==> config.mk <==
export PLATFORM = sky130hd
export DESIGN_NAME = amb_ctrl
export DESIGN_NICKNAME = d
export VERILOG_FILES = /design/src/amb_pkg.sv /design/src/amb_ctrl.sv /design/src/amb_sar.sv
export SDC_FILE = /design/constraint.sdc
export NUM_CORES = 1
export LEC_CHECK = 0
export CAP_MARGIN = 15
export CORE_MARGIN = 2
export CORE_UTILIZATION = 58
export CTS_CLUSTER_SIZE = 25
export DETAILED_ROUTE_END_ITERATION = 7
export DONT_BUFFER_PORTS = 1
export PLACE_DENSITY = 0.77
export SETUP_SLACK_MARGIN = 0.1
export SYNTH_ARGS = -nofsm -noshare
export SYNTH_HDL_FRONTEND = slang
export SYNTH_SLANG_ARGS = --single-unit
==> constraint.sdc <==
create_clock -name clk -period 2.3 [get_ports clk]
set_input_delay 0.345 -clock clk [delete_from_list [all_inputs] [get_ports clk]]
set_output_delay 0.345 -clock clk [all_outputs]
set_load 0.01 [all_outputs]
==> src/amb_pkg.sv <==
`default_nettype none
package amb_pkg;

  // ---------------------------------------------------------------
  // widths
  // ---------------------------------------------------------------
  localparam int unsigned DATA_W   = 8;
  localparam int unsigned ADDR_W   = 5;

  // ---------------------------------------------------------------
  // timing
  // ---------------------------------------------------------------
  localparam int unsigned CLK_PERIOD_NS  = 25;
  localparam int unsigned CONV_TIME_NS   = 40000;  // longest conversion, 40 us
  // longest time rounds down
  localparam int unsigned CONV_CYCLES    = CONV_TIME_NS / CLK_PERIOD_NS;
  // successive approximation: one step per result bit
  localparam int unsigned STEP_CYCLES    = CONV_CYCLES / DATA_W;
  localparam int unsigned STEP_CNT_W     = 8;

  // ---------------------------------------------------------------
  // reset values
  // ---------------------------------------------------------------
  localparam logic [ADDR_W-1:0] MUX_ADDR_RST = 5'h00;
  localparam logic [DATA_W-1:0] RESULT_RST   = 8'h00;

  // ---------------------------------------------------------------
  // multiplexer mode field, address bits 3 and 2
  // ---------------------------------------------------------------
  localparam int unsigned MODE_LSB = 2;
  localparam int unsigned MODE_MSB = 3;
  localparam logic [1:0] MODE_SE_4CH = 2'h1;  // single ended in 4-channel map

  typedef enum logic [1:0]
  {
    AMB_MODE_DIFF,
    AMB_MODE_SINGLE,
    AMB_MODE_PSEUDO
  } amb_mode_t;

  typedef enum logic [1:0]
  {
    AMB_ST_IDLE,
    AMB_ST_CONVERT,
    AMB_ST_DONE
  } amb_state_t;

endpackage
`default_nettype wire

==> src/amb_ctrl.sv <==
`timescale 1ns/1ps
`default_nettype none
module amb_ctrl
#(
  parameter bit EIGHT_CH = 1'b1
)
(
  input  wire logic                        clk,
  input  wire logic                        nrst,
  input  wire logic                        dev_select_n,
  input  wire logic                        load_strobe_n,
  input  wire logic                        read_strobe_n,
  input  wire logic [amb_pkg::DATA_W-1:0]  shared_bus_lines_in,
  input  wire logic                        comp_hi,
  output logic [amb_pkg::DATA_W-1:0]       shared_bus_lines_out,
  output logic                             shared_bus_lines_oe,
  output logic                             conversion_done_n,
  output logic [amb_pkg::ADDR_W-1:0]       channel_select_bits,
  output amb_pkg::amb_mode_t               mux_mode,
  output logic [amb_pkg::DATA_W-1:0]       dac_trial,
  output logic                             converting
);

  // ---------------------------------------------------------------
  // pin synchronisers
  // ---------------------------------------------------------------
  logic [2:0]                    pin_meta;
  logic [2:0]                    pin_sync;
  logic [amb_pkg::DATA_W-1:0]    bus_meta;
  logic [amb_pkg::DATA_W-1:0]    bus_sync;
  logic                          load_prev;

  // synced pin levels
  wire cs_n_s   = pin_sync[2];
  wire load_n_s = pin_sync[1];
  wire rd_n_s   = pin_sync[0];

  // two flops on every strobe and bus pin before use; comp_hi goes to the converter unsynced
  always_ff @(posedge clk or negedge nrst)
  begin
    if (!nrst)
    begin
      pin_meta  <= 3'h7;
      pin_sync  <= 3'h7;
      bus_meta  <= 8'h00;
      bus_sync  <= 8'h00;
      load_prev <= 1'b1;
    end
    else
    begin
      pin_meta  <= {dev_select_n, load_strobe_n, read_strobe_n};
      pin_sync  <= pin_meta;
      bus_meta  <= shared_bus_lines_in;
      bus_sync  <= bus_meta;
      load_prev <= load_n_s;
    end
  end

  // ---------------------------------------------------------------
  // strobe decode
  // ---------------------------------------------------------------
  // edges come from the synced levels, two cycles behind the pins
  wire load_active = !cs_n_s && !load_n_s;
  wire load_fall   = load_active && load_prev;
  wire load_rise   = !cs_n_s && load_n_s && !load_prev;
  wire read_active = !cs_n_s && !rd_n_s;
  logic rd_low_all;                                     // read held low for whole load pulse

  // read low at load fall arms keep, any read high during the pulse disarms it
  always_ff @(posedge clk or negedge nrst)
  begin
    if (!nrst)
    begin
      rd_low_all <= 1'b0;
    end
    else if (load_fall)
    begin
      rd_low_all <= !rd_n_s;
    end
    else if (load_active && rd_n_s)
    begin
      rd_low_all <= 1'b0;
    end
  end

  // address accepted only with read high at the rising edge
  wire addr_take  = load_rise && rd_n_s && !rd_low_all;
  wire keep_cfg   = load_rise && rd_low_all;
  wire conv_start = addr_take;

  // ---------------------------------------------------------------
  // mode decode from the latched address
  // ---------------------------------------------------------------
  // the mode field sits one bit higher in the eight channel map
  wire [1:0] mode_bits = channel_select_bits[amb_pkg::MODE_MSB:amb_pkg::MODE_LSB];
  wire [1:0] mode8     = channel_select_bits[4:3];
  wire [1:0] mode_sel  = EIGHT_CH ? mode8 : mode_bits;
  amb_pkg::amb_mode_t next_mode;

  // low mode bit clear is differential whatever the high bit holds
  assign next_mode = (mode_sel[0] == 1'b0)               ? amb_pkg::AMB_MODE_DIFF :
                     (mode_sel == amb_pkg::MODE_SE_4CH) ? amb_pkg::AMB_MODE_SINGLE :
                                                          amb_pkg::AMB_MODE_PSEUDO;

  // ---------------------------------------------------------------
  // converter core
  // ---------------------------------------------------------------
  logic [amb_pkg::DATA_W-1:0] trial;
  logic                       sar_done;

  // load fall aborts a running conversion
  amb_sar u_sar
  (
    .clk     (clk),
    .nrst    (nrst),
    .start   (conv_start),
    .abort   (load_fall),
    .comp_hi (comp_hi),
    .trial   (trial),
    .done    (sar_done)
  );

  // ---------------------------------------------------------------
  // control state
  // ---------------------------------------------------------------
  amb_pkg::amb_state_t state;
  amb_pkg::amb_state_t next_state;
  logic [amb_pkg::DATA_W-1:0] result;

  // control sequencing: idle, converting, result waiting
  always_comb
  begin
    next_state = state;
    unique case (state)
      amb_pkg::AMB_ST_IDLE:
        if (conv_start) next_state = amb_pkg::AMB_ST_CONVERT;
      amb_pkg::AMB_ST_CONVERT:
        if (load_fall) next_state = amb_pkg::AMB_ST_IDLE;
        else if (sar_done) next_state = amb_pkg::AMB_ST_DONE;
      amb_pkg::AMB_ST_DONE:
        if (load_fall || read_active) next_state = amb_pkg::AMB_ST_IDLE;
        else if (conv_start) next_state = amb_pkg::AMB_ST_CONVERT;
    endcase
  end

  // state, result latch and address latch
  always_ff @(posedge clk or negedge nrst)
  begin
    if (!nrst)
    begin
      state               <= amb_pkg::AMB_ST_IDLE;
      result              <= amb_pkg::RESULT_RST;
      channel_select_bits <= amb_pkg::MUX_ADDR_RST;
    end
    else
    begin
      state <= next_state;
      // an aborted conversion never reaches the output latch
      if (sar_done && !load_fall)
      begin
        result <= trial;
      end
      if (addr_take)
      begin
        channel_select_bits <= bus_sync[amb_pkg::ADDR_W-1:0];
      end
    end
  end

  // ---------------------------------------------------------------
  // registered outputs
  // ---------------------------------------------------------------
  // load fall outranks a finishing conversion
  wire done_set   = (state == amb_pkg::AMB_ST_CONVERT) && sar_done && !load_fall;
  wire done_clear = load_fall || read_active;
  wire drive_bus  = read_active;

  always_ff @(posedge clk or negedge nrst)
  begin
    if (!nrst)
    begin
      conversion_done_n    <= 1'b1;
      shared_bus_lines_out <= 8'h00;
      shared_bus_lines_oe  <= 1'b0;
      mux_mode             <= amb_pkg::AMB_MODE_DIFF;
      dac_trial            <= 8'h00;
      converting           <= 1'b0;
    end
    else
    begin
      // a finishing conversion beats a read in the same cycle
      if (done_set)
      begin
        conversion_done_n <= 1'b0;
      end
      else if (done_clear)
      begin
        conversion_done_n <= 1'b1;
      end
      // data follows the result latch; the enable alone gates the bus
      shared_bus_lines_out <= result;
      shared_bus_lines_oe  <= drive_bus;
      // a keep-config write leaves the mux mode alone
      if (!keep_cfg)
      begin
        mux_mode <= next_mode;
      end
      // trial code and busy level to the pins
      dac_trial  <= trial;
      converting <= (next_state == amb_pkg::AMB_ST_CONVERT);
    end
  end

endmodule
`default_nettype wire

==> src/amb_sar.sv <==
`timescale 1ns/1ps
`default_nettype none
module amb_sar
(
  input  wire logic                         clk,
  input  wire logic                         nrst,
  input  wire logic                         start,
  input  wire logic                         abort,
  input  wire logic                         comp_hi,
  output logic [amb_pkg::DATA_W-1:0]        trial,
  output logic                              done
);

  // ---------------------------------------------------------------
  // successive approximation sequencer
  // ---------------------------------------------------------------
  logic [amb_pkg::STEP_CNT_W-1:0] step_cnt;
  logic [2:0]                     bit_idx;
  logic                           busy;
  wire                            step_end = (step_cnt == amb_pkg::STEP_CNT_W'(amb_pkg::STEP_CYCLES - 1));
  wire  [amb_pkg::DATA_W-1:0]     bit_mask = amb_pkg::DATA_W'(1) << bit_idx;
  wire  [amb_pkg::DATA_W-1:0]     kept     = comp_hi ? trial : (trial & ~bit_mask);
  wire  [amb_pkg::DATA_W-1:0]     next_trial = (bit_idx == 3'h0) ? kept : (kept | (bit_mask >> 1));

  // one trial bit per step, msb first
  always_ff @(posedge clk or negedge nrst)
  begin
    if (!nrst)
    begin
      busy     <= 1'b0;
      step_cnt <= '0;
      bit_idx  <= 3'h7;
      trial    <= amb_pkg::RESULT_RST;
      done     <= 1'b0;
    end
    else
    begin
      done <= 1'b0;
      if (abort)
      begin
        busy <= 1'b0;
      end
      else if (start)
      begin
        busy     <= 1'b1;
        step_cnt <= '0;
        bit_idx  <= 3'h7;
        trial    <= 8'h80;
      end
      else if (busy)
      begin
        step_cnt <= step_end ? '0 : step_cnt + 1'b1;
        if (step_end)
        begin
          trial   <= next_trial;
          bit_idx <= bit_idx - 3'h1;
          if (bit_idx == 3'h0)
          begin
            busy <= 1'b0;
            done <= 1'b1;
          end
        end
      end
    end
  end

endmodule
`default_nettype wire
==> metrics.cfg, run 1 <==
[power]
power.leakage_nw=1.50
ir_drop_v=0.000514
power_density_nw_per_um2=909

[floorplan]
pin_count=40
die_w_um=75.5
fp.dieH_um=75.5
coreArea_um2=5010
dieArea_um2=5700
start_util_pct=59.2
placementRows=26

[critical_path]
crit_type=register to register
worstPathCellList=or3b_1, a22oi_4, nor3_4, a31o_2
worstPathRequired_ns=2.52
slowest_delay_ns=0.58
critPathMaxFanout=15
worst_path_max_delay_cell=dfstp_2
crit_path_end_kind=register
cp.arrival_ns=2.28
startpoint_type=register

[sta]
finalMaxSlewViolations=0
rsz0062_at_grt=no
finalSetupTns_ns=0
relSlewSlack_pct=64.1
period_needed_ns=2.06
setup_viol=0
final.setup_skew_ns=0.00974
finalCritPeriodShare_pct=89.4
finalHoldViolCount=0
fmax_mhz=487
tightest_slew_ns=0.530

[cells_and_area]
diodes=0
final_common_cell=dfrtp_1
final.fill_count=386
mostFrequentLayoutCells=dfrtp_1, nand2_1
fin_nets=263
drive_gt1_share_pct=17.1
final_cell_area_um2=3260
syn2layout_area_growth_pct=10.1
utilization_pct=65.2

[drt]
detail_route.wl_per_cell_um=14.4
antenna_left=0
drc=0
met3WireLength_um=211
drt_iter0_markers=114
routed_via_density=5.50
met2_length_um=2210
met1Wirelength_um=2050
routed_wl_um=4570
dr.pass1.iters=4
top_layer=met4
vias=1738

[place]
dp_hpwl_um=2990
placed_cell_area_um2=3000
gp_congestion=0.841
portBuffers=0

[min_path]
hp-class=input port to register

[run_status]
status=completed

[clock_network]
clock-sinks=75
cts.clk_slew.worst_paths_ns=0.08
cts_root_buffer=clkbuf_8
postCtsSetupRepairBufs=0
insertion_delay_ns=0.34
cts_buffers=9
cts_tree=yes
clk_path_buf_depth=2
cts_max_level=3

[global_routing]
grt_pass1_wl_um=7650
antenna_found_initial=0
grt_overflow=0
grt_use_total_pct=18.6
grt_pass1_vias=1698
grt_max_degree=76

[synthesis]
postSynthAreaPerCell_um2=12.8
ys_warn_count=0
synth_cell_types=50
synth-edff-count=0
synth_top_area_share_pct=54.0
async_flop_share_pct=100
ys_seq_area_share_pct=63.8
synth.area.top_cells=dfrtp_1, dfstp_2, nand2_1, ha_1, a22o_1
synth_top_cell_by_area=dfrtp_1
synth_nets=253
postSynthCellCount=231
synth_ff_type=dfrtp_1
syn-cell-area_um2=2960
ys_seq_elements=75

[run]
cap_violations=0

==> layout make-up <==
cell class / count / area (um2) / share of cell area (%)
tap: 70 / 87.6 / 2.68
sequential: 75 / 1890 / 57.9
multi-input combinational: 139 / 981 / 30.0
inverter: 11 / 41.3 / 1.26
clock buffer: 12 / 145 / 4.45
timing repair buffer: 5 / 67.6 / 2.07
clock inverter: 4 / 51.3 / 1.57
==> critical path, delay by kind of cell (launching register included) <==
| kind | cells | cell delay (ns) |
|---|---|---|
| simple gates | 2 | 0.63 |
| compound gates | 2 | 0.73 |
| flops | 1 | 0.58 |
==> worst paths after layout <==
path | cells after the start | startpoint | to | slack [ns]
min | 0 | shared_bus_lines_in[1] | bus_meta[1] | 0.03
max reg2reg | 4 | load_prev | u_sar.trial[1] | 0.24
min in group asynchronous | 2 | nrst | dac_trial[1] | 0.56
min reg2reg | 0 | bus_meta[0] | bus_sync[0] | 0.35
max | 4 | load_prev | u_sar.trial[1] | 0.24
max in group asynchronous | 2 | nrst | load_prev | 1.41
==> flip-flops by register name, summed over array words and instances (netlist names) <==
signal and cells:
dac_trial 8, result 8, shared_bus_lines_out 8, u_sar.step_cnt 8
u_sar.trial 8, bus_meta 5, bus_sync 5, channel_select_bits 5
pin_meta 3, pin_sync 3, u_sar.bit_idx 3, mux_mode 2
state 2, conversion_done_n 1, converting 1, load_prev 1
rd_low_all 1, shared_bus_lines_oe 1, u_sar.busy 1, u_sar.done 1
==> cells by family (layout without fill, tap and decap cells) <==
logic type / Yosys count / in the layout / share of synthesized area, %
AOI/OAI and AO/OA: 51 / 51 / 12.6
xor gates and xnor gates: 2 / 2 / 0.591
adders and majority gates: 8 / 8 / 3.38
buffers and inverters: 17 / 32 / 3.12
DFF: 75 / 75 / 63.8
muxes: 9 / 9 / 3.38
and+or+nand+nor: 69 / 69 / 13.1
==> where the power goes <==
group          switching [mW]  internal (mW)  total (mW)
Clock                   0.443          0.531       0.974
Combinational           0.223          0.174       0.397
Sequential              0.136           1.46        1.60
Total                   0.803           2.16        2.97
==> synthesized netlist by cell type (3+ instances only) <==
cell type,instances
dfrtp_1,64
nand2_1,34
a22o_1,11
dfstp_2,11
inv_1,11
o21ai_0,11
ha_1,8
mux2_2,8
nor2_1,8
a21oi_1,5
nand3_1,4
nor4_1,4
a211oi_1,3
o21ai_1,3
o31ai_1,3
or3_1,3
==> what timing repair did <==
item,4_1_cts,5_1_grt
endpoints found under the hold margin,78,0
hold buffers,5,0
resized for setup,0,0
==> metrics by stage <==
stage | total power [mW] | worst slack, ns | hold WS (ns) | cells
5_1_grt | 3.14 | 0.151 | 0.00795 | 316
2_1_floorplan | 1.91 | 0.528 | 0.0494 | 231
6_report | 2.97 | 0.245 | 0.0272 | 316
3_5_place_dp | 1.98 | 0.254 | 0.0509 | 295
4_1_cts | 3.01 | 0.243 | 0.00438 | 316
3_3_place_gp | 1.97 | 0.279 | 0.0513 | 295
==> layer usage <==
| layer | global-route usage [%] | vias up |
|---|---|---|
| met1 | 22.0 | 849 |
| met2 | 30.4 | 38 |
| li1 | - | 843 |
| met4 | 9.94 | 0 |
| met5 | 0 | - |
| met3 | 5.56 | 8 |
No activity file was read; power rests on OpenSTA's default activity.
==> run 2: changes to the inputs <==
PLACE_DENSITY = default   (was 0.77)
PLACE_DENSITY_LB_ADDON = 0.05   (was default)
==> run 2 against run 1 <==
Flip-flop and latch count did not move. Via count rose by 2.4%. Total power rose by 4.0%. Non-clock buffer count did not move. Design area rose by 0.69%. Sequential share of layout area fell by 0.40 points.
==> metrics.cfg, run 2 (synthesis gave the netlist of run 1 again) <==
[run_status]
status=completed

[critical_path]
reg2reg_depth=4  ; unchanged
crit_path_end_kind=register
critPathMaxFanout=15  ; unchanged
cp.arrival_ns=2.29  ; about the same
startpoint_type=register
worstPathRequired_ns=2.52  ; about the same
crit_type=register to register

[cells_and_area]
drive_gt1_share_pct=17.1  ; unchanged
syn2layout_area_growth_pct=10.9
utilization_pct=65.6  ; +0.45 points
mostFrequentLayoutCells=dfrtp_1, nand2_1
diodes=0  ; unchanged
fin_nets=263  ; unchanged
final_common_cell=dfrtp_1

[global_routing]
grt_pass1_vias=1675  ; -1.4%
gr-usage-met1_pct=25.5  ; +3.5 points
gr-max-usage-layer=met2
grt.met2_usage_pct=28.8  ; -1.6 points
grt_pass1_wl_um=8060  ; +5.3%
antenna_found_initial=0  ; unchanged
grt_max_degree=76  ; unchanged
grt_use_total_pct=19.4  ; +0.81 points
met3_usage_pct=6.75  ; +1.2 points
grt_overflow=0  ; unchanged

[power]
ir_drop_v=0.000556  ; +8.2%
power.leakage_nw=1.51  ; +0.93%
power_density_nw_per_um2=939  ; +3.3%

[floorplan]
fp.dieH_um=75.5  ; unchanged
pin_count=40  ; unchanged
dieArea_um2=5700  ; unchanged
placementRows=26  ; unchanged
die_w_um=75.5  ; unchanged
coreArea_um2=5010  ; unchanged
start_util_pct=59.2  ; unchanged

[place]
portBuffers=0  ; unchanged
gp_congestion=0.831  ; -1.2%
dp_hpwl_um=3230  ; +8.0%

[clock_network]
cts_root_buffer=clkbuf_8
insertion_delay_ns=0.33  ; about the same
clock-sinks=75  ; unchanged
cts_tree=yes
cts_max_level=3  ; unchanged
cts_buffers=9  ; unchanged
clk_path_buf_depth=2  ; unchanged
cts.clk_slew.worst_paths_ns=0.07  ; about the same

[sta]
final.setup_skew_ns=0.00902  ; -0.000727 ns
whs_ns=0.0348  ; +0.00761 ns
period_needed_ns=2.06  ; +0.00795 ns
finalSetupTns_ns=0  ; unchanged
finalHoldViolCount=0  ; unchanged
finalMaxSlewViolations=0  ; unchanged
rsz0062_at_grt=no
fmax_mhz=485  ; -0.39%
setup_viol=0  ; unchanged
relSlewSlack_pct=61.9  ; -2.2 points
tightest_slew_ns=0.564  ; +0.0331 ns
finalCritPeriodShare_pct=89.7  ; +0.35 points

[min_path]
min_path_cells=0  ; unchanged
hp-class=input port to register

[drt]
detail_route.wl_per_cell_um=15.1  ; +4.3%
routed_wl_um=4760  ; +4.3%
antenna_left=0  ; unchanged
vias=1780  ; +2.4%
dr.pass1.iters=4  ; unchanged
drc=0  ; unchanged
routed_via_density=5.63  ; +2.4%
drt_iter0_markers=98  ; -14%

[run]
cap_violations=0  ; unchanged

run 2: changes by cell type in the layout (fill, tap and decap cells not counted), sizes merged:
cell | previous run | this run
bufinv | 1 | 2
clkinvlp | 1 | 0
run 2: worst paths after layout:
path,start,end,slack (ns)
max in group asynchronous,nrst,pin_meta[1],1.41
hold reg to reg,bus_meta[1],bus_sync[1],0.35
hold / removal,shared_bus_lines_in[1],bus_meta[1],0.03
setup reg to reg,load_prev,u_sar.trial[1],0.24
min in group asynchronous,nrst,converting,0.56
setup / recovery,load_prev,u_sar.trial[1],0.24
run 2: metrics by stage:
| stage | power, mW | instance area, um2 | setup WS [ns] | instances |
|---|---|---|---|---|
| 2_1_floorplan | 1.91 | 2960 | 0.528 | 231 |
| 3_3_place_gp | 1.96 | 3000 | 0.278 | 295 |
| 3_5_place_dp | 2.00 | 3000 | 0.253 | 295 |
| 4_1_cts | 3.12 | 3290 | 0.234 | 316 |
| 5_1_grt | 3.27 | 3290 | 0.149 | 316 |
| 6_report | 3.09 | 3290 | 0.237 | 316 |
run 2: worst max-delay path, stage by stage (launching register included):
cell     delay, ns
dfstp_2       0.60
or3b_1        0.51
a22oi_4       0.47
nor3_4        0.12
a31o_2        0.26
run 2: layer usage:
metal  vias to the layer above  wire length [um]
met1                       878              2170
met4                         0                52
met2                        54              2330
met3                         6               217
met5                         -                 0
li1                        842                 -
run 2: repair_timing:
action,CTS,global route
gates resized for setup,0,0
hold buffers,5,0
hold endpoints to repair,78,0
setup buffers,0,0
run 2: where the power goes:
group	switching [mW]	internal, mW	leakage (nW)
Sequential	0.139	1.46	0.955
Combinational	0.233	0.174	0.445
Clock	0.439	0.642	0.111
run 2: final cells by class:
cell class	instances	area, um2
Fill cell	390	1720
Timing Repair Buffer	5	67.6
Inverter	11	41.3
Multi-Input combinational cell	139	981
Tap cell	70	87.6
Clock buffer	12	145
Sequential cell	75	1890
Clock inverter	4	73.8
==> run 3: changes to the inputs <==
SLEW_MARGIN = 5   (was default)
SYNTH_HIERARCHICAL = 1   (was default)
==> run 3 against run 2 <==
Die area is 2.4% lower. Cell count is 0.32% lower. Sequential share of layout area is 0.61 points lower. Clock power is 19% higher. Sequential power hardly changed. Global-route usage is 1.5 points higher. Flip-flop and latch count stayed put. Utilization is 4.3 points higher. Maximum frequency is 1.7% lower.
==> metrics.cfg, run 3 <==
[sta]
finalHoldViolCount=0  ; unchanged
relSlewSlack_pct=73.4  ; +12 points
fmax_mhz=477  ; -1.7%
final.setup_skew_ns=0.0119  ; +0.00287 ns
finalMaxSlewViolations=0  ; unchanged
whs_ns=0.0220  ; -0.0127 ns
tightest_slew_ns=0.395  ; -0.168 ns
period_needed_ns=2.10  ; +0.0353 ns
finalSetupTns_ns=0  ; unchanged
finalCritPeriodShare_pct=91.2  ; +1.5 points
fin_ws_ns=0.201  ; -0.0353 ns
setup_viol=0  ; unchanged
rsz0062_at_grt=no

[drt]
detail_route.wl_per_cell_um=15.8  ; +4.8%
drt_iter0_markers=71  ; -28%
routed_wl_um=4980  ; +4.5%
dr.pass1.iters=4  ; unchanged
vias=1756  ; -1.3%
routed_via_density=5.57  ; -1.0%
antenna_left=0  ; unchanged
drc=0  ; unchanged

[place]
pre_cts_ws_ns=0.209  ; -0.0437 ns
gp_congestion=0.873  ; +5.1%
place_inst=294  ; -0.34%
dp_hpwl_um=3450  ; +6.8%
portBuffers=0  ; unchanged

[power]
power.leakage_nw=1.55  ; +2.3%
ir_drop_v=0.000572  ; +2.9%
power_density_nw_per_um2=988  ; +5.3%

[cells_and_area]
post_layout_nonfiller_instances=315  ; -0.32%
drive_gt1_share_pct=21.4  ; +4.3 points
diodes=0  ; unchanged
fin_nets=265  ; +0.76%
syn2layout_area_growth_pct=14.9
mostFrequentLayoutCells=dfrtp_1, nand2_1, nor2_1
final_common_cell=dfrtp_1

[critical_path]
reg2reg_setup_slack_ns=0.20  ; -0.04 ns
critPathMaxFanout=5  ; -10
worstPathRequired_ns=2.53  ; about the same
crit_path_end_kind=register
cp.arrival_ns=2.33  ; +0.04 ns
rr_startpoint=load_prev
reg2reg_depth=6  ; +2
startpoint_type=register
rr_endpoint=u_sar/trial[6]
crit_type=register to register

[synthesis]
ys_seq_elements=75  ; unchanged
synth_top_area_share_pct=55.4  ; +1.4 points
synth.top_cells.by_count=dfrtp_1, nand2_1, nor2_1, dfstp_2, inv_1
syn-cell-area_um2=2890  ; -2.5%
synth_top_cell_by_area=dfrtp_1
synth_ff_type=dfrtp_1
synth.area.top_cells=dfrtp_1, dfstp_2, nand2_1, ha_1, mux2_2
synth-edff-count=0  ; unchanged
synth_cell_types=48  ; -4.0%
ys_warn_count=6  ; +6
ys_seq_area_share_pct=65.4  ; +1.6 points
synth.most_common_cell=dfrtp_1
postSynthCellCount=228  ; -1.3%
postSynthAreaPerCell_um2=12.7  ; -1.2%
async_flop_share_pct=100  ; unchanged
synth_nets=250  ; -1.2%

[min_path]
min_path_cells=0  ; unchanged
min_to=bus_meta[1]
hp-class=input port to register
hold_start=shared_bus_lines_in[1]

[floorplan]
dieArea_um2=5560  ; -2.4%
placementRows=25  ; -3.8%
start_util_pct=60.8  ; +1.6 points
fp.dieH_um=74.6  ; -1.2%
pin_count=40  ; unchanged
coreArea_um2=4750  ; -5.1%
die_w_um=74.6  ; -1.2%

[global_routing]
grt_overflow=0  ; unchanged
grt_pass1_vias=1772  ; +5.8%
grt_max_degree=76  ; unchanged
grt_use_total_pct=20.9  ; +1.5 points
antenna_found_initial=0  ; unchanged
grt_pass1_wl_um=8380  ; +3.9%

[clock_network]
clock-sinks=75  ; unchanged
cts.clk_slew.worst_paths_ns=0.08  ; about the same
cts_buffers=9  ; unchanged
clk_path_buf_depth=2  ; unchanged
cts_tree=yes
insertion_delay_ns=0.35  ; +0.02 ns
cts_root_buffer=clkbuf_8
postCtsSetupRepairBufs=0  ; unchanged
cts_max_level=3  ; unchanged

[run_status]
status=completed

[run]
cap_violations=0  ; unchanged

[run 3: cell count changes in the layout (fill, tap and decap cells not counted), moves of 3 or more]
cell	previous run	this run
nor2_1	8	15
o21ai_0	11	7
or3_1	3	0
a32o_1	0	4
nor4_1	4	1
a22o_1	11	0
buf_4	0	5
[run 3: routing by layer]
metal  part of all wire (%)  vias up  GRT usage, %  routed length, um
li1                       -      827             -                  -
met1                     42      875          25.3               2110
met2                     51       43          33.1               2540
met3                    4.6       11          7.32                227
met4                    2.0        0          10.9                 99
met5                      0        -             0                  0
[run 3: timing repair]
item	4_1_cts	5_1_grt
hold endpoints to repair	78	0
endpoints found under the setup margin	0	2
hold buffers	5	0
gates resized for setup	0	1
[run 3: stage by stage]
| step | area [um2] | util [%] | power (mW) |
|---|---|---|---|
| final | 3320 | 69.9 | 3.28 |
| after global routing | 3320 | 69.9 | 3.44 |
| after CTS | 3320 | 69.8 | 3.31 |
| after detailed placement | 2990 | 62.8 | 1.97 |
| after global placement | 2990 | 62.8 | 1.94 |
| after floorplan | 2890 | - | 1.87 |
[run 3: worst max path at each step]
stage                start           endpoint  cells past startpoint
2_1_floorplan    load_prev  u_sar/step_cnt[5]                      7
6_report         load_prev     u_sar/trial[6]                      6
4_1_cts          load_prev  u_sar/step_cnt[5]                      6
3_3_place_gp     load_prev  u_sar/step_cnt[5]                      6
3_5_place_dp     load_prev  u_sar/step_cnt[5]                      6
5_1_grt        pin_sync[1]  u_sar/step_cnt[7]                      7
[run 3: area by class of cell]
cell class / count / area (um2)
repair buffers: 10 / 105
multi-input cells: 138 / 943
fillers: 355 / 1430
clock buffers: 10 / 128
inverters: 9 / 33.8
flip-flops and latches: 75 / 1890
well taps: 67 / 83.8
clock inverters: 6 / 138
[run 3: where the power goes]
part           switching [mW]  leakage [nW]  internal (mW)  total [mW]
clock                   0.461         0.131          0.834        1.29
sequential              0.144         0.951           1.46        1.61
combinational           0.229         0.464          0.151       0.380
total                   0.834          1.55           2.45        3.28
[run 3: critical path, stage by stage, from the launching register on]
cell      delay [ns]
dfstp_2         0.56
or3b_4          0.41
inv_1           0.16
nand2b_1        0.32
nor4_4          0.10
and2_1          0.22
a32o_1          0.22
[run 3: logic make-up (layout without fill, tap and decap cells)]
kind of cell,count (synthesis),after routing,synth area share (%)
xor gates and xnor gates,3,3,0.909
adders and majority gates,8,8,3.46
buffers and inverters,15,35,2.08
and+or+nand+nor,79,79,14.5
muxes,9,9,3.46
DFF,75,75,65.4
AOI/OAI and AO/OA,39,39,10.2
